### config.mk
export PLATFORM = sky130hd
export DESIGN_NAME = arie_rx_irq
export DESIGN_NICKNAME = d
export VERILOG_FILES = /design/src/verilog/arie_pkg.sv /design/src/verilog/arie_event_flags.sv /design/src/verilog/arie_apb_slave.sv /design/src/verilog/arie_rx_irq.sv
export VERILOG_INCLUDE_DIRS = /design/src /design/src/verilog
export SDC_FILE = /design/constraint.sdc
export NUM_CORES = 1
export LEC_CHECK = 0
export BUFFER_PORTS_ARGS = -buffer_cell sky130_fd_sc_hd__buf_2
export CORE_MARGIN = 3
export CORE_UTILIZATION = 50
export CTS_CLUSTER_DIAMETER = 60
export CTS_CLUSTER_SIZE = 20
export DETAILED_ROUTE_END_ITERATION = 16
export MAX_ROUTING_LAYER = met4
export PLACE_DENSITY = 0.85
export SETUP_SLACK_MARGIN = 0.05
export SYNTH_ARGS = -nofsm -noshare
export SYNTH_HDL_FRONTEND = slang
export SYNTH_SLANG_ARGS = --single-unit
### constraint.sdc
create_clock -name pclk -period 3.1 [get_ports pclk]
set_input_delay 0.62 -clock pclk [delete_from_list [all_inputs] [get_ports pclk]]
set_output_delay 0.62 -clock pclk [all_outputs]
set_load 0.05 [all_outputs]
### src/verilog/arie_defines.svh
// Register offsets, field positions and reset values of the receive interrupt enable block
`ifndef ARIE_DEFINES_SVH
`define ARIE_DEFINES_SVH

// ****************************************
// Register byte offsets
// ****************************************
`define ARIE_OFS_ENABLE 12'h000
`define ARIE_OFS_FLAGS 12'h004
`define ARIE_OFS_RXCOUNT 12'h008

// ****************************************
// Enable register field positions
// ****************************************
`define ARIE_EN_OVERRUN 0
`define ARIE_EN_SYNC 1
`define ARIE_EN_CKFAIL 2
`define ARIE_EN_DMA 3
`define ARIE_EN_LAST 4
`define ARIE_EN_DATA 5
`define ARIE_EN_FRAME 7

// ****************************************
// Event flag register field positions
// ****************************************
`define ARIE_FL_OVERRUN 0
`define ARIE_FL_SYNC 1
`define ARIE_FL_CKFAIL 2
`define ARIE_FL_SLOT 3
`define ARIE_FL_LAST 4
`define ARIE_FL_DATA 5
`define ARIE_FL_FRAME 6
`define ARIE_FL_DMA 7
`define ARIE_FL_ERR 8

// ****************************************
// Reset values and widths
// ****************************************
`define ARIE_ENABLE_RST 8'h00
`define ARIE_RXCOUNT_RST 5'h01
`define ARIE_RXCOUNT_W 5
`define ARIE_NSRC 7

`endif

### src/verilog/arie_pkg.sv
// Types shared by the receive interrupt enable block
`default_nettype none
package arie_pkg;

   // APB request as seen by the slave
   typedef struct packed {
      logic psel;
      logic penable;
      logic pwrite;
      logic [11:0] paddr;
      logic [31:0] pwdata;
   } arie_apb_req_t;

   // Register write strobe with its address and data
   typedef struct packed {
      logic stb;
      logic [11:0] addr;
      logic [31:0] data;
   } arie_wr_t;

   // Receiver conditions, overrun in bit 0
   typedef struct packed {
      logic frame_start;
      logic data_ready;
      logic final_slot;
      logic dma_fault;
      logic clock_fail;
      logic unexpected_sync;
      logic overrun;
   } arie_src_t;

endpackage
`default_nettype wire

### src/verilog/arie_event_flags.sv
// Bank of sticky receiver event flags, set by hardware, cleared by software
`default_nettype none
`include "arie_defines.svh"
module arie_event_flags (
   // Clock and reset
   input wire logic pclk,
   input wire logic presetn,
   // Set and clear requests
   input wire arie_pkg::arie_src_t set_i,
   input wire arie_pkg::arie_src_t clr_i,
   // Flag state
   output arie_pkg::arie_src_t flags_q
);

   logic [`ARIE_NSRC-1:0] flg_d;

   genvar gi;
   generate
      for (gi = 0; gi < `ARIE_NSRC; gi++) begin : g_flag
         // Set outranks clear so a late event is never lost
         always_comb begin
            flg_d[gi] = set_i[gi] | (flags_q[gi] & ~clr_i[gi]);
         end

         always_ff @(posedge pclk or negedge presetn) begin
            if (!presetn) begin
               flags_q[gi] <= 1'b0;
            end else begin
               flags_q[gi] <= flg_d[gi];
            end
         end
      end
   endgenerate

endmodule
`default_nettype wire

### src/verilog/arie_apb_slave.sv
// APB slave front end: zero wait, registered read data, error on unmapped offsets
`default_nettype none
`include "arie_defines.svh"
module arie_apb_slave (
   // Clock and reset
   input wire logic pclk,
   input wire logic presetn,
   // APB request
   input wire arie_pkg::arie_apb_req_t req_i,
   // APB answer
   output logic pready,
   output logic pslverr,
   output logic [31:0] prdata,
   // Register side
   input wire logic [31:0] rd_word_i,
   output logic [11:0] rd_addr_o,
   output arie_pkg::arie_wr_t wr_o,
   output logic rd_done_o
);

   logic hit;
   logic setup;
   logic access;
   logic [31:0] prdata_d;
   logic [31:0] prdata_q;

   // Decode the three word offsets; anything else answers with an error
   always_comb begin
      hit = (req_i.paddr == `ARIE_OFS_ENABLE) || (req_i.paddr == `ARIE_OFS_FLAGS) ||
            (req_i.paddr == `ARIE_OFS_RXCOUNT);
      setup = req_i.psel & ~req_i.penable;
      access = req_i.psel & req_i.penable;
      rd_addr_o = req_i.paddr;
      wr_o.stb = access & req_i.pwrite & hit;
      wr_o.addr = req_i.paddr;
      wr_o.data = req_i.pwdata;
      rd_done_o = access & ~req_i.pwrite & hit;
      pready = access;
      pslverr = access & ~hit;
      prdata = prdata_q;
   end

   // Read word is caught in the setup cycle so prdata comes from a flop
   always_comb begin
      prdata_d = prdata_q;
      if (setup) begin
         prdata_d = (hit && !req_i.pwrite) ? rd_word_i : 32'h0000_0000;
      end
   end

   always_ff @(posedge pclk or negedge presetn) begin
      if (!presetn) begin
         prdata_q <= 32'h0000_0000;
      end else begin
         prdata_q <= prdata_d;
      end
   end

endmodule
`default_nettype wire

### src/verilog/arie_rx_irq.sv
// Receive interrupt enable, event flags and interrupt combining of the audio serial port
//
// The implementer's own choices: the address map and the APB interface to the registers.
`default_nettype none
`include "arie_defines.svh"
module arie_rx_irq (
   // Clock and reset
   input wire logic pclk,
   input wire logic presetn,

   // APB slave
   input wire logic psel,
   input wire logic penable,
   input wire logic pwrite,
   input wire logic [11:0] paddr,
   input wire logic [31:0] pwdata,
   output logic pready,
   output logic pslverr,
   output logic [31:0] prdata,

   // Receiver conditions, one-cycle pulses on pclk
   input wire logic rx_frame_start,
   input wire logic rx_data_ready,
   input wire logic rx_clock_fail,
   input wire logic rx_unexpected_sync,
   input wire logic rx_overrun,

   // Slot context from the receive frame logic
   input wire logic rx_slot_start,
   input wire logic rx_slot_last,
   input wire logic rx_slot_odd,

   // Data port read by processor or DMA, one pulse per serializer read
   input wire logic rx_port_read,

   // Interrupt toward the host interrupt controller
   output logic receive_irq
);

   // ****************************************
   // Declarations
   // ****************************************
   arie_pkg::arie_apb_req_t apb_req;
   arie_pkg::arie_wr_t wr;
   logic [11:0] rd_addr;
   logic [31:0] rd_word;
   logic rd_done;

   logic en_wr;
   logic flag_wr;
   logic cnt_wr;

   logic [7:0] enable_d;
   logic [7:0] enable_q;
   logic [`ARIE_RXCOUNT_W-1:0] rxcount_d;
   logic [`ARIE_RXCOUNT_W-1:0] rxcount_q;

   logic [`ARIE_RXCOUNT_W-1:0] reads_d;
   logic [`ARIE_RXCOUNT_W-1:0] reads_q;
   logic dma_fault_evt;

   arie_pkg::arie_src_t set_vec;
   arie_pkg::arie_src_t clr_vec;
   arie_pkg::arie_src_t flags_q;
   arie_pkg::arie_src_t en_vec;
   arie_pkg::arie_src_t pend_vec;
   logic any_err;

   logic irq_d;
   logic irq_q;

   // ****************************************
   // Bus front end
   // ****************************************

   // Pack the bus pins for the slave
   always_comb begin
      apb_req.psel = psel;
      apb_req.penable = penable;
      apb_req.pwrite = pwrite;
      apb_req.paddr = paddr;
      apb_req.pwdata = pwdata;
   end

   arie_apb_slave u_apb (
      .pclk(pclk),
      .presetn(presetn),
      .req_i(apb_req),
      .pready(pready),
      .pslverr(pslverr),
      .prdata(prdata),
      .rd_word_i(rd_word),
      .rd_addr_o(rd_addr),
      .wr_o(wr),
      .rd_done_o(rd_done)
   );

   // ****************************************
   // Write decode
   // ****************************************

   // One strobe per register; unmapped offsets never strobe,
   // so a stray address cannot clobber a neighbouring register
   always_comb begin
      en_wr = wr.stb && (wr.addr == `ARIE_OFS_ENABLE);
      flag_wr = wr.stb && (wr.addr == `ARIE_OFS_FLAGS);
      cnt_wr = wr.stb && (wr.addr == `ARIE_OFS_RXCOUNT);
   end

   // ****************************************
   // Enable register
   // ****************************************

   // Only the seven defined enable bits are kept; the rest never store
   always_comb begin
      enable_d = enable_q;
      if (en_wr) begin
         enable_d = `ARIE_ENABLE_RST;
         enable_d[`ARIE_EN_FRAME] = wr.data[`ARIE_EN_FRAME];
         enable_d[`ARIE_EN_DATA] = wr.data[`ARIE_EN_DATA];
         enable_d[`ARIE_EN_LAST] = wr.data[`ARIE_EN_LAST];
         enable_d[`ARIE_EN_DMA] = wr.data[`ARIE_EN_DMA];
         enable_d[`ARIE_EN_CKFAIL] = wr.data[`ARIE_EN_CKFAIL];
         enable_d[`ARIE_EN_SYNC] = wr.data[`ARIE_EN_SYNC];
         enable_d[`ARIE_EN_OVERRUN] = wr.data[`ARIE_EN_OVERRUN];
      end
   end

   always_ff @(posedge pclk or negedge presetn) begin
      if (!presetn) begin
         enable_q <= `ARIE_ENABLE_RST;
      end else begin
         enable_q <= enable_d;
      end
   end

   // ****************************************
   // Receiver count register
   // ****************************************

   // Number of serializers set up as receivers, the per-slot read budget
   always_comb begin
      rxcount_d = rxcount_q;
      if (cnt_wr) begin
         rxcount_d = wr.data[`ARIE_RXCOUNT_W-1:0];
      end
   end

   always_ff @(posedge pclk or negedge presetn) begin
      if (!presetn) begin
         rxcount_q <= `ARIE_RXCOUNT_RST;
      end else begin
         rxcount_q <= rxcount_d;
      end
   end

   // ****************************************
   // Data port read counter
   // ****************************************

   // Reads in the current slot; a read past the budget is a DMA fault.
   // A slot start in the same cycle as a read counts that read as the first.
   always_comb begin
      reads_d = reads_q;
      dma_fault_evt = 1'b0;
      if (rx_slot_start) begin
         reads_d = '0;
      end
      if (rx_port_read) begin
         if (reads_d >= rxcount_q) begin
            dma_fault_evt = 1'b1;
         end else begin
            reads_d = reads_d + `ARIE_RXCOUNT_W'(1);
         end
      end
   end

   always_ff @(posedge pclk or negedge presetn) begin
      if (!presetn) begin
         reads_q <= '0;
      end else begin
         reads_q <= reads_d;
      end
   end

   // ****************************************
   // Event flags
   // ****************************************

   // Hardware set requests per source
   always_comb begin
      set_vec.frame_start = rx_frame_start;
      set_vec.data_ready = rx_data_ready;
      set_vec.final_slot = rx_data_ready & rx_slot_last;
      set_vec.dma_fault = dma_fault_evt;
      set_vec.clock_fail = rx_clock_fail;
      set_vec.unexpected_sync = rx_unexpected_sync;
      set_vec.overrun = rx_overrun;
   end

   // Write-one-to-clear; zeros leave a flag alone
   always_comb begin
      clr_vec = '0;
      if (flag_wr) begin
         clr_vec.frame_start = wr.data[`ARIE_FL_FRAME];
         clr_vec.data_ready = wr.data[`ARIE_FL_DATA];
         clr_vec.final_slot = wr.data[`ARIE_FL_LAST];
         clr_vec.dma_fault = wr.data[`ARIE_FL_DMA];
         clr_vec.clock_fail = wr.data[`ARIE_FL_CKFAIL];
         clr_vec.unexpected_sync = wr.data[`ARIE_FL_SYNC];
         clr_vec.overrun = wr.data[`ARIE_FL_OVERRUN];
      end
   end

   arie_event_flags u_flags (
      .pclk(pclk),
      .presetn(presetn),
      .set_i(set_vec),
      .clr_i(clr_vec),
      .flags_q(flags_q)
   );

   // ****************************************
   // Interrupt combining
   // ****************************************

   // Enable bits gathered into source order; the two registers differ in layout
   always_comb begin
      en_vec.frame_start = enable_q[`ARIE_EN_FRAME];
      en_vec.data_ready = enable_q[`ARIE_EN_DATA];
      en_vec.final_slot = enable_q[`ARIE_EN_LAST];
      en_vec.dma_fault = enable_q[`ARIE_EN_DMA];
      en_vec.clock_fail = enable_q[`ARIE_EN_CKFAIL];
      en_vec.unexpected_sync = enable_q[`ARIE_EN_SYNC];
      en_vec.overrun = enable_q[`ARIE_EN_OVERRUN];
   end

   // Each source pends while its flag and its enable are both one;
   // the level falls only when software clears the flag or the enable
   genvar gs;
   generate
      for (gs = 0; gs < `ARIE_NSRC; gs++) begin : g_pend
         always_comb begin
            pend_vec[gs] = flags_q[gs] & en_vec[gs];
         end
      end
   endgenerate

   // Level output; registered so the controller sees a glitch-free line
   always_comb begin
      irq_d = |pend_vec;
   end

   always_ff @(posedge pclk or negedge presetn) begin
      if (!presetn) begin
         irq_q <= 1'b0;
      end else begin
         irq_q <= irq_d;
      end
   end

   assign receive_irq = irq_q;

   // ****************************************
   // Read data
   // ****************************************

   // Summary of the four error flags for a single-bit check
   always_comb begin
      any_err = flags_q.overrun | flags_q.unexpected_sync | flags_q.clock_fail | flags_q.dma_fault;
   end

   // Unused and reserved bits read as zero
   always_comb begin
      rd_word = 32'h0000_0000;
      unique case (rd_addr)
         `ARIE_OFS_ENABLE: begin
            rd_word[7:0] = enable_q;
         end
         `ARIE_OFS_FLAGS: begin
            rd_word[`ARIE_FL_FRAME] = flags_q.frame_start;
            rd_word[`ARIE_FL_DATA] = flags_q.data_ready;
            rd_word[`ARIE_FL_LAST] = flags_q.final_slot;
            rd_word[`ARIE_FL_DMA] = flags_q.dma_fault;
            rd_word[`ARIE_FL_CKFAIL] = flags_q.clock_fail;
            rd_word[`ARIE_FL_SYNC] = flags_q.unexpected_sync;
            rd_word[`ARIE_FL_OVERRUN] = flags_q.overrun;
            rd_word[`ARIE_FL_SLOT] = rx_slot_odd;
            rd_word[`ARIE_FL_ERR] = any_err;
         end
         `ARIE_OFS_RXCOUNT: begin
            rd_word[`ARIE_RXCOUNT_W-1:0] = rxcount_q;
         end
         default: begin
            rd_word = 32'h0000_0000;
         end
      endcase
   end

   // Reads have no side effect; flags clear only by writing ones
   logic unused_rd;
   assign unused_rd = rd_done;

endmodule
`default_nettype wire

==> results of run 1 <==
## metrics by stage
| stage | power (mW) | worst slack [ns] |
|---|---|---|
| 2_1_floorplan | 0.5614 | 0.9008 |
| 4_1_cts | 1.066 | 0.8080 |
| 3_5_place_dp | 0.5788 | 0.5997 |
| 6_report | 1.060 | 0.8066 |
| 3_3_place_gp | 0.5771 | 0.6036 |
| 5_1_grt | 1.096 | 0.6847 |
## placed cells by master, fill, tap and decap left out, drive strengths merged, types with 2 or more instances in the layout
| cell type | count |
|---|---|
| nand2 | 21 |
| nand2b | 2 |
| nor2 | 3 |
| a21o | 6 |
| nand4 | 3 |
| ha | 6 |
| clkbuf | 5 |
| o41ai | 2 |
| o21ai | 5 |
| mux2 | 13 |
| buf | 45 |
| dfrtp | 33 |
| xnor2 | 4 |
| nor2b | 6 |
| nor4 | 6 |
| a22oi | 3 |
| a22o | 10 |
| inv | 6 |
| conb | 23 |
| mux2i | 5 |
| nand3 | 3 |
| a21oi | 2 |
| bufinv | 2 |
## area by class of cell
| cell class | count | area, um2 | share of cell area (%) |
|---|---|---|---|
| Inverter | 6 | 22.52 | 0.9885 |
| Multi-Input combinational cell | 131 | 980.9 | 43.05 |
| Timing Repair Buffer | 45 | 225.2 | 9.885 |
| Sequential cell | 34 | 852.1 | 37.40 |
| Clock inverter | 3 | 68.82 | 3.020 |
| Tap cell | 48 | 60.06 | 2.636 |
| Clock buffer | 5 | 68.82 | 3.020 |
## cells by family after synthesis
logic type,Yosys count,synth area share (%)
AOI/OAI and AO/OA,32,12.77
muxes,18,10.22
buffers and inverters,32,10.66
other,1,0.1914
DFF,34,43.49
xor gates and xnor gates,4,1.788
adders and majority gates,6,3.831
and+or+nand+nor,48,17.05
## sequential cells by signal, summed over array words and instances, names as in the netlist
| signal | cells |
|---|---|
| u_apb.prdata | 9 |
| enable_q | 7 |
| u_flags.flags_q | 7 |
| reads_q | 5 |
| rxcount_q | 5 |
| receive_irq | 1 |
## per-layer routing
metal	global-route usage, %	up-vias
met3	3.566	6
li1	-	675
met4	5.707	0
met5	-	-
met1	21.04	694
met2	31.94	45
## final timing paths
kind / startpoint / end / slack, ns / depth (start not counted)
worst min register to register: u_apb.prdata[3] / u_apb.prdata[3] / 0.46 / 2
worst min-delay path: presetn / u_flags.flags_q[6] / 0.39 / 1
worst max register to register: reads_q[2] / reads_q[3] / 0.93 / 7
max in group asynchronous: presetn / reads_q[4] / 2.23 / 1
worst max-delay path: paddr[5] / pslverr / 0.81 / 5
min in group pclk: u_apb.prdata[3] / u_apb.prdata[3] / 0.46 / 2
## power groups by stage
stage | Clock [mW] | Sequential, mW | Combinational [mW]
floorplan | 0 | 0.453 | 0.108
global placement | 0 | 0.453 | 0.125
detailed placement | 0 | 0.453 | 0.126
CTS | 0.496 | 0.444 | 0.126
global route | 0.516 | 0.444 | 0.136
finish | 0.490 | 0.444 | 0.126
## worst reg2reg max path: cells and delay by family, from the launching register on
kind,cells,cell delay (ns)
xor+xnor,1,0.17
simple gates,2,0.47
flops,1,0.35
fa+ha+maj,1,0.30
compound gates,3,0.76
==> results by group, run 1 <==
Status
  – Status: completed

Routing
  – Highest metal used: met4
  – Wire per inst: 14.33 um
  – Post-Route WL: 3899 um
  – Drt first pass iters: 4
  – Met3 wire len: 195 um
  – Number of routed nets with antenna violations: 0
  – Met1 wire length: 1591 um
  – DR iter-0 viols: 57
  – Via count: 1,420
  – Metal2 WL: 2057 um
  – Residual DRC count: 0
  – Via density: 5.221

Finish
  – Layout Cells excl Fill: 272
  – Fillers: 319
  – # diodes: 0
  – Share of post-route cells with drive strength above 1: 32.14%
  – Fin area: 2278 um2
  – Fin util: 61.31%
  – Area growth syn-to-layout: 16.28%
  – Layout Nets: 287

Placed design
  – Gpl congestion: 0.7777
  – Dpl cell area: 2141 um2
  – Post-DP HPWL: 3006 um
  – Placed insts: 264
  – PortBufs: 45

Power
  – PwrDens: 465.2 nW/um2
  – Peak VDD IR: 0.2314 mV
  – Combinational power share: 11.9%
  – Seq pwr share: 41.9%
  – Leak: 1.132 nW
  – Sw power: 0.2704 mW
  – Switching share of power: 25.51%
  – Internal: 0.7895 mW
  – Clock share of power: 46.2%

Timing
  – FMAX: 436.0 MHz
  – Clk_skew: 0.001176 ns
  – RSZ-0062 raised after global routing: no
  – Worst slew margin: 50.49%
  – Period minus WS final: 2.293 ns
  – Setup TNS: 0 ns
  – Final period util: 73.98%
  – Final Hold Vio Count: 0
  – Max-slew violations: 0
  – Final setup viols: 0
  – Worst hold margin: 0.3947 ns
  – Least-Margin Pin Slew: 0.7426 ns

Worst setup path
  – Crit-path most repeated cell: buf_2
  – Critical Path Fanout Max: 6
  – Crit Path Class: in2out
  – Worst Setup End Kind: primary output
  – Worst EP required: 2.48 ns
  – CP top delay family: simple AND/OR/NAND/NOR gates
  – WP data arrival: 1.67 ns
  – Worst stage delay on the critical path: 0.33 ns
  – Crit path buffers/inverters: 2
  – CP Cell Sequence: buf_2, nor4_4, nand2_2, o21a_1, buf_2
  – Slowest CP cell: nor4_4
  – Critical Path Source Type: primary input

GRT
  – Initial antenna violation count: 0
  – First-pass GRT wire length: 6175 um
  – Largest net degree at the start of global routing: 35
  – Vias in the first global route: 1,355
  – GRT Total Usage: 18.29%
  – Grt ovf: 0

Logic synthesis
  – Most common cell in the netlist: dfrtp_1
  – Post-synth ARST share: 100.0%
  – Post-synthesis cell count: 175
  – Dominant cells by area after synthesis: dfrtp_1, buf_4, a22o_1
  – Share of the synthesized area in the top cell type: 42.15%
  – Sequential area share after synthesis: 43.49%
  – Synth Flop Type: dfrtp_1
  – EDFF count, synth: 0
  – Yosys cell types: 42
  – Synth warn: 0
  – Top cells by count, synth: dfrtp_1, buf_4, nand2_1
  – Mean area per synthesized cell: 11.20 um2
  – Post-Syn Area: 1959 um2
  – Yosys reg bits: 34
  – Area leader, netlist: dfrtp_1

CTS
  – CTS tree: yes
  – Root Buffer: clkbuf_8
  – Clk slew on worst S/H paths: 0.07 ns
  – H-tree depth: 2
  – Worst-Skew Late Latency: 0.28 ns
  – Clk buf depth: 2
  – # resized after CTS: 0
  – Setup Buffers After CTS: 0
  – Num CTS Buffers: 5
  – # hold bufs at CTS: 0
  – Clk sink count: 34

Floorplan
  – Full die area: 4706 um2
  – Floorplan die height: 68.60 um
  – Placement row count: 22
  – Die W: 68.60 um
  – Initial core utilization: 52.73%
  – Core area: 3716 um2
  – Top-Level Pins: 93

Flow run
  – Max Cap Viol: 0

Hold path
  – Hold Path Class: in2async
Note: power is estimated with default switching activity, not from simulation.
==> run 2: changes to the inputs <==
--- a/config.mk
+++ b/config.mk
@@ -8,12 +8,12 @@
 export LEC_CHECK = 0
 export BUFFER_PORTS_ARGS = -buffer_cell sky130_fd_sc_hd__buf_2
 export CORE_MARGIN = 3
-export CORE_UTILIZATION = 50
+export CORE_UTILIZATION = 42
 export CTS_CLUSTER_DIAMETER = 60
 export CTS_CLUSTER_SIZE = 20
 export DETAILED_ROUTE_END_ITERATION = 16
 export MAX_ROUTING_LAYER = met4
-export PLACE_DENSITY = 0.85
+export PLACE_DENSITY = 0.76
 export SETUP_SLACK_MARGIN = 0.05
 export SYNTH_ARGS = -nofsm -noshare
 export SYNTH_HDL_FRONTEND = slang
==> constraint.sdc (replaced) <==
create_clock -name pclk -period 2 [get_ports pclk]
set_input_delay 0.4 -clock pclk [delete_from_list [all_inputs] [get_ports pclk]]
set_output_delay 0.4 -clock pclk [all_outputs]
set_load 0.05 [all_outputs]
==> results by group, run 2 (synthesized netlist as in run 1, its figures left out) <==
Routing
  – DR iter-0 viols: 86
  – Wire per inst: 14.11 um
  – Residual DRC count: 0
  – Drt first pass iters: 4
  – Post-Route WL: 4051 um
  – Number of routed nets with antenna violations: 0
  – Via count: 1,447
  – Via density: 5.042

Finish
  – Layout Nets: 298
  – Area growth syn-to-layout: 21.52%
  – Commonest non-fill, non-tap cells in the layout: buf_2, dfrtp_1, conb_1
  – Share of post-route cells with drive strength above 1: 36.60%
  – # diodes: 0
  – Max reg flops: 9
  – Fin area: 2381 um2
  – Most common cell after layout, fill and taps aside: buf_2

CTS
  – Root Buffer: clkbuf_8
  – H-tree depth: 2
  – Worst-Skew Late Latency: 0.29 ns
  – CTS tree: yes
  – Clk buf depth: 2
  – Clk slew on worst S/H paths: 0.07 ns
  – Clk sink count: 34
  – Num CTS Buffers: 5

Timing
  – Clk_skew: 0.003049 ns
  – Worst Setup Slack, final: 0.07839 ns
  – Max-slew violations: 0
  – Least-Margin Pin Slew: 0.7262 ns
  – Final period util: 96.08%
  – Final Hold Vio Count: 0
  – RSZ-0062 raised after global routing: yes
  – FMAX: 520.4 MHz
  – Worst slew margin: 51.58%
  – Period minus WS final: 1.922 ns
  – Final setup viols: 0

Power
  – Peak VDD IR: 0.2929 mV
  – PwrDens: 636.9 nW/um2
  – Leak: 1.181 nW

Worst setup path
  – Critical Path Fanout Max: 5
  – Crit Path Class: reg2reg
  – Critical Path Source Type: flop
  – WP data arrival: 2.10 ns
  – Worst EP required: 2.18 ns
  – Worst Setup End Kind: flop

Placed design
  – Post-DP HPWL: 3235 um
  – Gpl congestion: 0.7740
  – Dpl cell area: 2216 um2
  – PortBufs: 45
  – Pre-CTS WS: -0.1915 ns

Floorplan
  – Placement row count: 24
  – Top-Level Pins: 93
  – Initial core utilization: 44.09%
  – Die W: 74.30 um
  – Floorplan die height: 74.30 um
  – Full die area: 5520 um2
  – Core area: 4444 um2

GRT
  – Initial antenna violation count: 0
  – First-pass GRT wire length: 6534 um
  – GRT Total Usage: 16.16%
  – Grt ovf: 0
  – Largest net degree at the start of global routing: 35
  – Vias in the first global route: 1,421

Flow run
  – Max Cap Viol: 0

Status
  – Status: completed

Hold path
  – Hold Path Class: in2async
## run 2: power breakdown
part           internal, mW  switching [mW]
logic                0.0381           0.160
registers             0.688        0.000353
clock network         0.370           0.259
total                  1.10           0.420
## run 2: layout make-up
cell class | instances | area (um2)
clock inverter | 3 | 45.04
sequential | 34 | 852.1
inverter | 6 | 22.52
multi-input combinational | 131 | 1020
tap | 52 | 65.06
fill | 400 | 2063
timing repair buffer | 56 | 307.8
clock buffer | 5 | 68.82
## run 2: path summary, 6_finish.rpt
check,startpoint,endpoint,slack (ns),cells past startpoint
min reg2reg,u_apb.prdata[3],u_apb.prdata[3],0.46,2
max reg2reg,reads_q[3],reads_q[4],0.08,7
max,reads_q[3],reads_q[4],0.08,7
min in group pclk,rx_frame_start,u_flags.flags_q[6],0.29,2
max in group asynchronous,presetn,enable_q[3],1.38,1
min,presetn,u_flags.flags_q[6],0.16,1
## run 2: metal layers
layer  global-route usage (%)  wire length [um]  up-vias
li1                         -                 -      702
met2                    25.98              2059       48
met4                    8.498               106        0
met1                    18.91              1658      687
met3                    3.514               227       10
met5                        -                 0        -
## run 2: what timing repair did
item,in CTS,in global routing
setup endpoints to repair,5,4
cloned,0,0
pin swaps,4,5
setup buffers,1,1
hold buffers,0,0
resized for setup,3,2
## run 2: critical path, cell delays in order (launching register included)
cell     delay [ns]
dfrtp_1        0.38
nor2b_4        0.14
ha_4           0.23
or4b_1         0.46
o31a_1         0.15
o41ai_4        0.10
nand4_1        0.19
xnor2_1        0.16
## run 2: metrics by stage
step	hold slack (ns)	TNS [ns]	power [mW]	utilization, %	instances
after floorplan	0.1044	0	0.8701	-	197
after global placement	0.4465	-0.6318	0.8972	49.86	277
after detailed placement	0.4543	-0.7629	0.8991	49.86	277
after CTS	0.1930	0	1.528	53.24	286
after global routing	0.2263	0	1.565	53.58	287
final	0.1628	0	1.516	53.58	287
